## config.mk

```make
export PLATFORM = sky130hd
export DESIGN_NAME = pdc_device_control
export DESIGN_NICKNAME = d
export VERILOG_FILES = /design/src/hw/pdc_pkg.sv /design/src/hw/pdc_device_control.sv
export SDC_FILE = /design/constraint.sdc
export NUM_CORES = 1
export LEC_CHECK = 0
export BUFFER_PORTS_ARGS = -buffer_cell sky130_fd_sc_hd__clkbuf_2
export CAP_MARGIN = 20
export CORE_MARGIN = 2
export CORE_UTILIZATION = 40
export CTS_BUF_LIST = sky130_fd_sc_hd__clkbuf_8
export CTS_CLUSTER_DIAMETER = 150
export DETAILED_ROUTE_END_ITERATION = 12
export PLACE_DENSITY = 0.81
export SETUP_SLACK_MARGIN = 0.05
export SLEW_MARGIN = 20
export SYNTH_ARGS = -nofsm -noshare
export SYNTH_HDL_FRONTEND = slang
export SYNTH_SLANG_ARGS = --single-unit
```

## constraint.sdc

```tcl
create_clock -name ref_clk -period 2.2 [get_ports ref_clk]
set_input_delay 0 -clock ref_clk [delete_from_list [all_inputs] [get_ports ref_clk]]
set_output_delay 0 -clock ref_clk [all_outputs]
set_load 0.005 [all_outputs]
```

## src/hw/pdc_pkg.sv

```systemverilog
// package of constants and types for the pcie device control register block
package pdc_pkg;

    // register placement and value after reset
    localparam logic [11:0] PDC_CTRL_OFFSET = 12'h098;
    localparam logic [15:0] PDC_CTRL_RESET  = 16'h2800;
    // writable bits; 9, 8 and 4 are hardwired zero
    localparam logic [15:0] PDC_CTRL_RW_MASK = 16'hfcef;

    // field positions
    localparam int PDC_RETRY_BIT  = 15;
    localparam int PDC_MAX_READ_REQUEST_SIZE_LSB   = 12;
    localparam int PDC_NS_BIT     = 11;
    localparam int PDC_AUX_BIT    = 10;
    localparam int PDC_PFE_BIT    = 9;
    localparam int PDC_EXTENDED_TAG_ENABLE_BIT   = 8;
    localparam int PDC_MPS_LSB    = 5;
    localparam int PDC_RO_BIT     = 4;
    localparam int PDC_UR_BIT     = 3;
    localparam int PDC_FATAL_BIT  = 2;
    localparam int PDC_NFATAL_BIT = 1;
    localparam int PDC_COR_BIT    = 0;

    // size codes: 128 bytes shifted left by the code, 6 and 7 reserved
    localparam logic [12:0] PDC_SIZE_BASE   = 13'h0080;
    localparam logic [2:0]  PDC_SIZE_MAXCOD = 3'h5;
    localparam logic [7:0]  PDC_CLS_BYTES_PER_UNIT = 8'h04;

    // retry time-out for forwarded configuration requests
    localparam int PDC_CLK_MHZ        = 10;
    localparam int PDC_CFG_TIMEOUT_US = 50;
    localparam int PDC_CFG_TIMEOUT_CYC = PDC_CFG_TIMEOUT_US * PDC_CLK_MHZ;
    localparam logic [9:0] PDC_TO_LAST = 10'(PDC_CFG_TIMEOUT_CYC - 1);

    // stored control fields
    typedef struct packed {
        logic       config_retry_completion_enable;
        logic [2:0] max_read_request_size;
        logic       no_snoop_attribute_enable;
        logic       aux_power_pm_enable;
        logic       phantom_function_enable;
        logic       extended_tag_enable;
        logic [2:0] max_payload_size;
        logic       relaxed_ordering_enable;
        logic       unsupported_request_report_enable;
        logic       fatal_error_report_enable;
        logic       nonfatal_error_report_enable;
        logic       correctable_error_report_enable;
    } pdc_ctrl_t;

    // configuration access request
    typedef struct packed {
        logic        wr;
        logic        rd;
        logic [11:0] addr;
        logic [1:0]  be;
        logic [15:0] wdata;
    } pdc_cfg_req_t;

    // retry watchdog states
    typedef enum logic [1:0] {
        PDC_IDLE = 2'b01,
        PDC_WAIT = 2'b10
    } pdc_state_t;

endpackage

```

## src/hw/pdc_device_control.sv

```systemverilog
// device control register with its retry, sizing, no-snoop and error message logic
`timescale 1ns/1ps

module pdc_device_control
    import pdc_pkg::*;
(
    // clock and reset
    input  wire logic         ref_clk,
    input  wire logic         rst,
    // configuration access port
    input  wire pdc_cfg_req_t cfg_req,
    output logic [15:0]       cfg_rdata,
    output logic              cfg_rvalid,
    // forwarded configuration requests to the secondary side
    input  wire logic         fwd_cfg_start,
    input  wire logic         fwd_cfg_done,
    output logic              retry_cpl,
    // read sizing
    input  wire logic [7:0]   cache_line_size,
    output logic [12:0]       max_read_request_bytes,
    output logic [12:0]       prefetch_bytes,
    output logic [12:0]       max_payload_bytes,
    // upstream request attribute
    input  wire logic         up_req_valid,
    input  wire logic         up_req_vc_nonzero,
    output logic              up_req_attr_valid,
    output logic              up_req_no_snoop,
    // error events and messages
    input  wire logic         ur_received,
    input  wire logic         fatal_event,
    input  wire logic         nonfatal_event,
    input  wire logic         correctable_event,
    output logic              err_fatal_msg,
    output logic              err_nonfatal_msg,
    output logic              err_cor_msg
);

    pdc_ctrl_t   ctrl_q;          // stored register image
    logic [15:0] ctrl_img;        // image as seen on the bus
    logic        hit;             // access addresses this register
    logic [15:0] wmask;           // writable bits under the byte enables
    pdc_state_t  state_q;         // retry watchdog state
    logic [9:0]  to_cnt_q;        // cycles spent waiting
    logic [12:0] max_read_request_size_bytes;      // decoded read request size
    logic [12:0] cls_bytes;       // cache line size in bytes

    assign ctrl_img = ctrl_q;
    assign hit      = (cfg_req.addr == PDC_CTRL_OFFSET);
    assign wmask    = PDC_CTRL_RW_MASK & {{8{cfg_req.be[1]}}, {8{cfg_req.be[0]}}};

    // decode a size code; reserved codes fall back to the smallest size,
    // which can never overrun a completer
    function automatic logic [12:0] size_bytes(input logic [2:0] code);
        if (code > PDC_SIZE_MAXCOD) begin
            size_bytes = PDC_SIZE_BASE;
        end else begin
            size_bytes = PDC_SIZE_BASE << code;
        end
    endfunction

    assign max_read_request_size_bytes = size_bytes(ctrl_q.max_read_request_size);
    assign cls_bytes  = 13'(cache_line_size) * 13'(PDC_CLS_BYTES_PER_UNIT);

    // register writes; masked merge keeps hardwired bits at zero
    always_ff @(posedge ref_clk) begin
        if (rst) begin
            ctrl_q <= pdc_ctrl_t'(PDC_CTRL_RESET);
        end else if (cfg_req.wr && hit) begin
            ctrl_q <= pdc_ctrl_t'((ctrl_img & ~wmask) | (cfg_req.wdata & wmask));
        end
    end

    // register reads; other offsets belong to neighbouring registers and read zero here
    always_ff @(posedge ref_clk) begin
        if (rst) begin
            cfg_rdata  <= 16'h0000;
            cfg_rvalid <= 1'b0;
        end else begin
            cfg_rvalid <= cfg_req.rd;
            if (cfg_req.rd && hit) begin
                cfg_rdata <= ctrl_img;
            end else begin
                cfg_rdata <= 16'h0000;
            end
        end
    end

    // watchdog on forwarded configuration requests
    always_ff @(posedge ref_clk) begin
        if (rst) begin
            state_q   <= PDC_IDLE;
            to_cnt_q  <= 10'h000;
            retry_cpl <= 1'b0;
        end else begin
            retry_cpl <= 1'b0;
            case (state_q)
                PDC_IDLE: begin
                    to_cnt_q <= 10'h000;
                    if (fwd_cfg_start) begin
                        state_q <= PDC_WAIT;
                    end
                end
                PDC_WAIT: begin
                    if (fwd_cfg_done) begin
                        // completion arrived in time, no retry status
                        state_q <= PDC_IDLE;
                    end else if (to_cnt_q == PDC_TO_LAST) begin
                        state_q   <= PDC_IDLE;
                        retry_cpl <= ctrl_q.config_retry_completion_enable;
                    end else begin
                        to_cnt_q <= to_cnt_q + 10'h001;
                    end
                end
                default: begin
                    state_q <= PDC_IDLE;
                end
            endcase
        end
    end

    // sizes seen by the transaction layer
    always_ff @(posedge ref_clk) begin
        if (rst) begin
            max_read_request_bytes <= 13'h0000;
            prefetch_bytes         <= 13'h0000;
            max_payload_bytes      <= 13'h0000;
        end else begin
            max_read_request_bytes <= max_read_request_size_bytes;
            max_payload_bytes      <= size_bytes(ctrl_q.max_payload_size);
            // a cache line that fits under the request limit sets the fetch size
            if (cls_bytes != 13'h0000 && cls_bytes <= max_read_request_size_bytes) begin
                prefetch_bytes <= cls_bytes;
            end else begin
                prefetch_bytes <= max_read_request_size_bytes;
            end
        end
    end

    // no-snoop attribute for upstream memory requests
    always_ff @(posedge ref_clk) begin
        if (rst) begin
            up_req_attr_valid <= 1'b0;
            up_req_no_snoop   <= 1'b0;
        end else begin
            up_req_attr_valid <= up_req_valid;
            // vc0 traffic keeps no-snoop clear
            up_req_no_snoop   <= up_req_valid && up_req_vc_nonzero
                                 && ctrl_q.no_snoop_attribute_enable;
        end
    end

    // error messages, gated by their enables
    always_ff @(posedge ref_clk) begin
        if (rst) begin
            err_fatal_msg    <= 1'b0;
            err_nonfatal_msg <= 1'b0;
            err_cor_msg      <= 1'b0;
        end else begin
            err_fatal_msg    <= fatal_event && ctrl_q.fatal_error_report_enable;
            err_nonfatal_msg <= (ur_received && ctrl_q.unsupported_request_report_enable)
                                || (nonfatal_event && ctrl_q.nonfatal_error_report_enable);
            err_cor_msg      <= correctable_event && ctrl_q.correctable_error_report_enable;
        end
    end
endmodule

```

Word-level counts from Yosys, hierarchy flattened
Cells that the tools add are included.
{"block": "totals", "ff_bits": 90, "in_bits": 50, "out_inout_bits": 62, "word_cells": 76}
{"block": "classes", "n_addsub": 1, "magnitude_cmp": 3, "eq_ne": 8, "shifts": 2, "mux": 10, "bitwise": 7, "reduce_logical": 18}
{"cell": "AND 16 bit", "count": 2}
{"cell": "two-way mux 10 bit", "count": 3}
{"cell": "<< shifter 8 x 3 -> 13 bit (first input constant)", "count": 2}
{"cell": "one-hot mux 10 bit (2 select lines)", "count": 1}
{"cell": "inverter 16 bit", "count": 1}
{"cell": "bitwise OR 16 bit", "count": 1}
{"cell": "<= comparator 10 x 13 -> 1 bit", "count": 1}
{"cell": "two-way mux 13 bit", "count": 1}
{"cell": "nonzero test 13 bit", "count": 1}
{"cell": "== test 12 x 8 -> 1 bit (second input constant)", "count": 1}
{"cell": "adder 10 x 1 -> 10 bit (second input constant)", "count": 1}
{"cell": "== test 10 x 9 -> 1 bit (second input constant)", "count": 1}
{"cell": "logical AND 1 bit", "count": 9}
{"cell": "two-way mux 8 bit", "count": 1}
{"cell": "> comparator 3 bit (second input constant)", "count": 2}
{"cell": "two-way mux 2 bit", "count": 3}
{"cell": "inequality test 2 bit (second input constant)", "count": 3}
{"cell": "OR reduction 2 bit", "count": 3}
{"cell": "one-hot mux 2 bit (2 select lines)", "count": 1}
{"cell": "OR reduction 4 bit", "count": 1}
{"cell": "inequality test 3 bit (second input constant)", "count": 1}
{"cell": "inverter 1 bit", "count": 3}
{"cell": "AND reduction 3 bit", "count": 1}
{"cell": "== test 2 x 1 -> 1 bit (second input constant)", "count": 1}
{"cell": "4 further kinds", "count": 4}

Depth between registers and ports, before layout
{"block": "logic_depth", "word_depth": 5, "mapped_depth": 9, "ltp_nobuf": 8}

Worst setup path after synthesis
Ideal clock, no wire load.
{"block": "synth_timing", "path_type": "flip-flop to flip-flop", "startpoint": "register (tool-made name)", "endpoint": "register prefetch_bytes[8]", "setup_time_ns": 0.121, "arrival_ns": 1.882, "t_required_ns": 2.079, "slack_ns": 0.197, "path_stages_with_launch": 10, "n_path_buf": 1, "synth_period_minus_slack_ns": 2.003, "cell_sequence": "dfxtp_1 -> clkbuf_1 -> nor3_1 -> a21oi_1 -> ha_1 -> o211ai_1 -> nand2_1 -> o211ai_1 -> nand2_1 -> mux2_2"}
{"element": "end signal, assigned", "line_no": "pdc_device_control.sv:132", "rtl": "prefetch_bytes <= cls_bytes;"}
{"element": "end signal, assigned", "line_no": "pdc_device_control.sv:134", "rtl": "prefetch_bytes <= max_read_request_size_bytes;"}
{"element": "end, declared", "line_no": "pdc_device_control.sv:21", "rtl": "output logic [12:0] prefetch_bytes,"}

==> metrics.txt <==
first-pass GRT wire length=around 9500 um; Fmax=492 MHz; drt total wl=approximately 5900 um; Clock Tree Root=clkbuf_8; CP endpoint kind=flop; Worst-Margin Slew=around 540 ps; Synth Flop Type=dfxtp_1; hold path depth=4; CP max FO=11; Vias per Instance=between 4 and 5; Mapped Avg Cell Area=around 10 sq um; core footprint=around 0.0063 sq mm; TritonRoute pass-1 iters=4; Slew HR=0.636; setup tns final=0 ps; endpoints failing setup=0; share of cells above drive strength 1=0.307; Synth Warn #=0; WL/cell=12.4 um; Final period util=0.924; Rows=29; Mapped Cells=between 200 and 300; clk_skew=approximately 8.5 ps; most common cell after layout, fill and taps aside=clkbuf_2; Pleak=~1.6 nW; number of synthesized flops with an enable pin=0; crit path DAT=2260 ps; worst-skew pair later-pin latency=330 ps; hold slack final=between 60 and 70 ps; Peak VDD IR=0.793 mV; post-synth top area share=0.521; DRT antenna net count=0; ANT cells=0; vias in the first global route=approximately 2100; unrepaired setup endpoints after global routing=false; gr ovfl total=0; Initial Util=0.412; register area share after synthesis=0.521; area delta synth->final=37.6%; final count of hold timing violations=0; P per Cell Area=720 mW/mm^2; routed via count=~2200; Period minus WS final=slightly above 2000 ps; synth top area cells=dfxtp_1 (52%), buf_4 (5.5%), nor2_1 (4.4%); WP data required=between 2000 and 2500 ps; GRT Overall Usage=0.171; antenna violations before repair=0; Max-Cap Viols=0; TritonCTS Sinks=68; DP HPWL=4050 um; largest net degree at the start of global routing=39; Async SR Flop Fraction=0; GPL Wtd Cong=between 0.9 and 1; hold_sp=cfg_req[17]; Synth cell types=42; Die Wd=roughly 85 um; DRT iter0 DRCs=53; num ports=~110; Clock Path Buffers=2; area leader, netlist=dfxtp_1; CTS Buf Count=9; CTS H-tree depth=3; synthesized flop and latch total=68; crit path launch type=flop; die area=slightly above 0.007 sq mm; reg2reg path depth=8; IO Port Bufs=89; post-layout net count=around 450; commonest cells after routing, fill and taps aside=clkbuf_2 (89), dfxtp_1 (65), nor2_1 (31), dlygate4sd3_1 (28), conb_1 (19); TritonCTS clock tree=yes; area of the mapped netlist=~0.0026 sq mm; Hold/Removal Path Class=input pin to flop; DRC Markers=0; Chip Height=~85 um; Worst-path clk slew=70 ps; crit path kind=flop to flop; Filler cells=roughly 560; Max Slew Vio Count=0; outcome=complete, no violations
==> synth_stat cells, drive strengths merged, types with 3 or more instances <==
cell type	count
nor4b	4
buf	20
nand3	3
o21ai	13
nand2b	9
nand2	12
ha	4
and3	3
inv	5
nand4	3
mux2i	9
o31ai	3
a21oi	11
nor2	33
nor2b	7
clkbuf	6
nor3	12
dfxtp	68
and2	16
nor3b	6
==> cells by family after synthesis <==
family / after synthesis / share of synthesized area
AOI/OAI and AO/OA: 32 / 0.0785
muxes: 11 / 0.0431
xor gates and xnor gates: 4 / 0.0134
other: 1 / 0.00143
adders and majority gates: 4 / 0.0191
buffers and inverters: 31 / 0.0718
DFF: 68 / 0.521
and+or+nand+nor: 118 / 0.252
==> metal layers <==
layer	GRT usage	vias up	share of wire
met4	0.0736	0	0.022
li1	-	1130	-
met1	0.179	1014	0.39
met3	0.0593	15	0.066
met5	0	-	0
met2	0.309	82	0.52
==> worst max-delay path, stage by stage, from the launching register on <==
cell and delay, ps:
dfxtp_4 370, nor3_1 200, a21oi_1 90, ha_1 310, o211ai_1 210, nand2_1 90
o211ai_1 190, nand2_2 170, mux2_2 300
==> worst paths after layout <==
path                                     endpoint  slack, ps
worst min-delay path                         flop         60
worst max-delay path            prefetch_bytes[8]        170
worst min register to register        to_cnt_q[9]        470
worst max register to register  prefetch_bytes[8]        170
==> timing repair <==
item	4_1_cts	5_1_grt
gates cloned	0	1
gates resized for setup	1	4
endpoints found under the hold margin	27	0
hold buffers	28	0
setup endpoints to repair	2	9
buffers inserted	0	1
pin swaps	0	1
==> per-stage QoR <==
stage	utilization	total power, W	area, sq um	setup slack (ps)	cells
final	0.567	0.00259	3600	167	475
after global routing	0.567	0.00271	3600	24.3	475
after CTS	0.564	0.00262	3580	66.9	473
after detailed placement	0.484	0.00144	3070	34.0	429
after global placement	0.484	0.00144	3070	207	429
after floorplan	-	0.00139	2680	197	287
==> power by group <==
part | internal [W] | switching [W]
sequential | 0.00125 | 0.00000865
clock | 0.000669 | 0.000463
combinational | 0.000105 | 0.0000962
total | 0.00202 | 0.000568
==> layout make-up <==
| cell class | instances | area (sq um) | share of cell area |
|---|---|---|---|
| multi-input combinational | 189 | 1140 | 0.317 |
| timing repair buffer | 120 | 748 | 0.208 |
| clock buffer | 10 | 138 | 0.0383 |
| sequential | 68 | 1370 | 0.380 |
| inverter | 5 | 18.8 | 0.00522 |
| tap | 77 | 96.3 | 0.0268 |
| clock inverter | 6 | 88.8 | 0.0247 |
(Power assumes the default switching activity.)
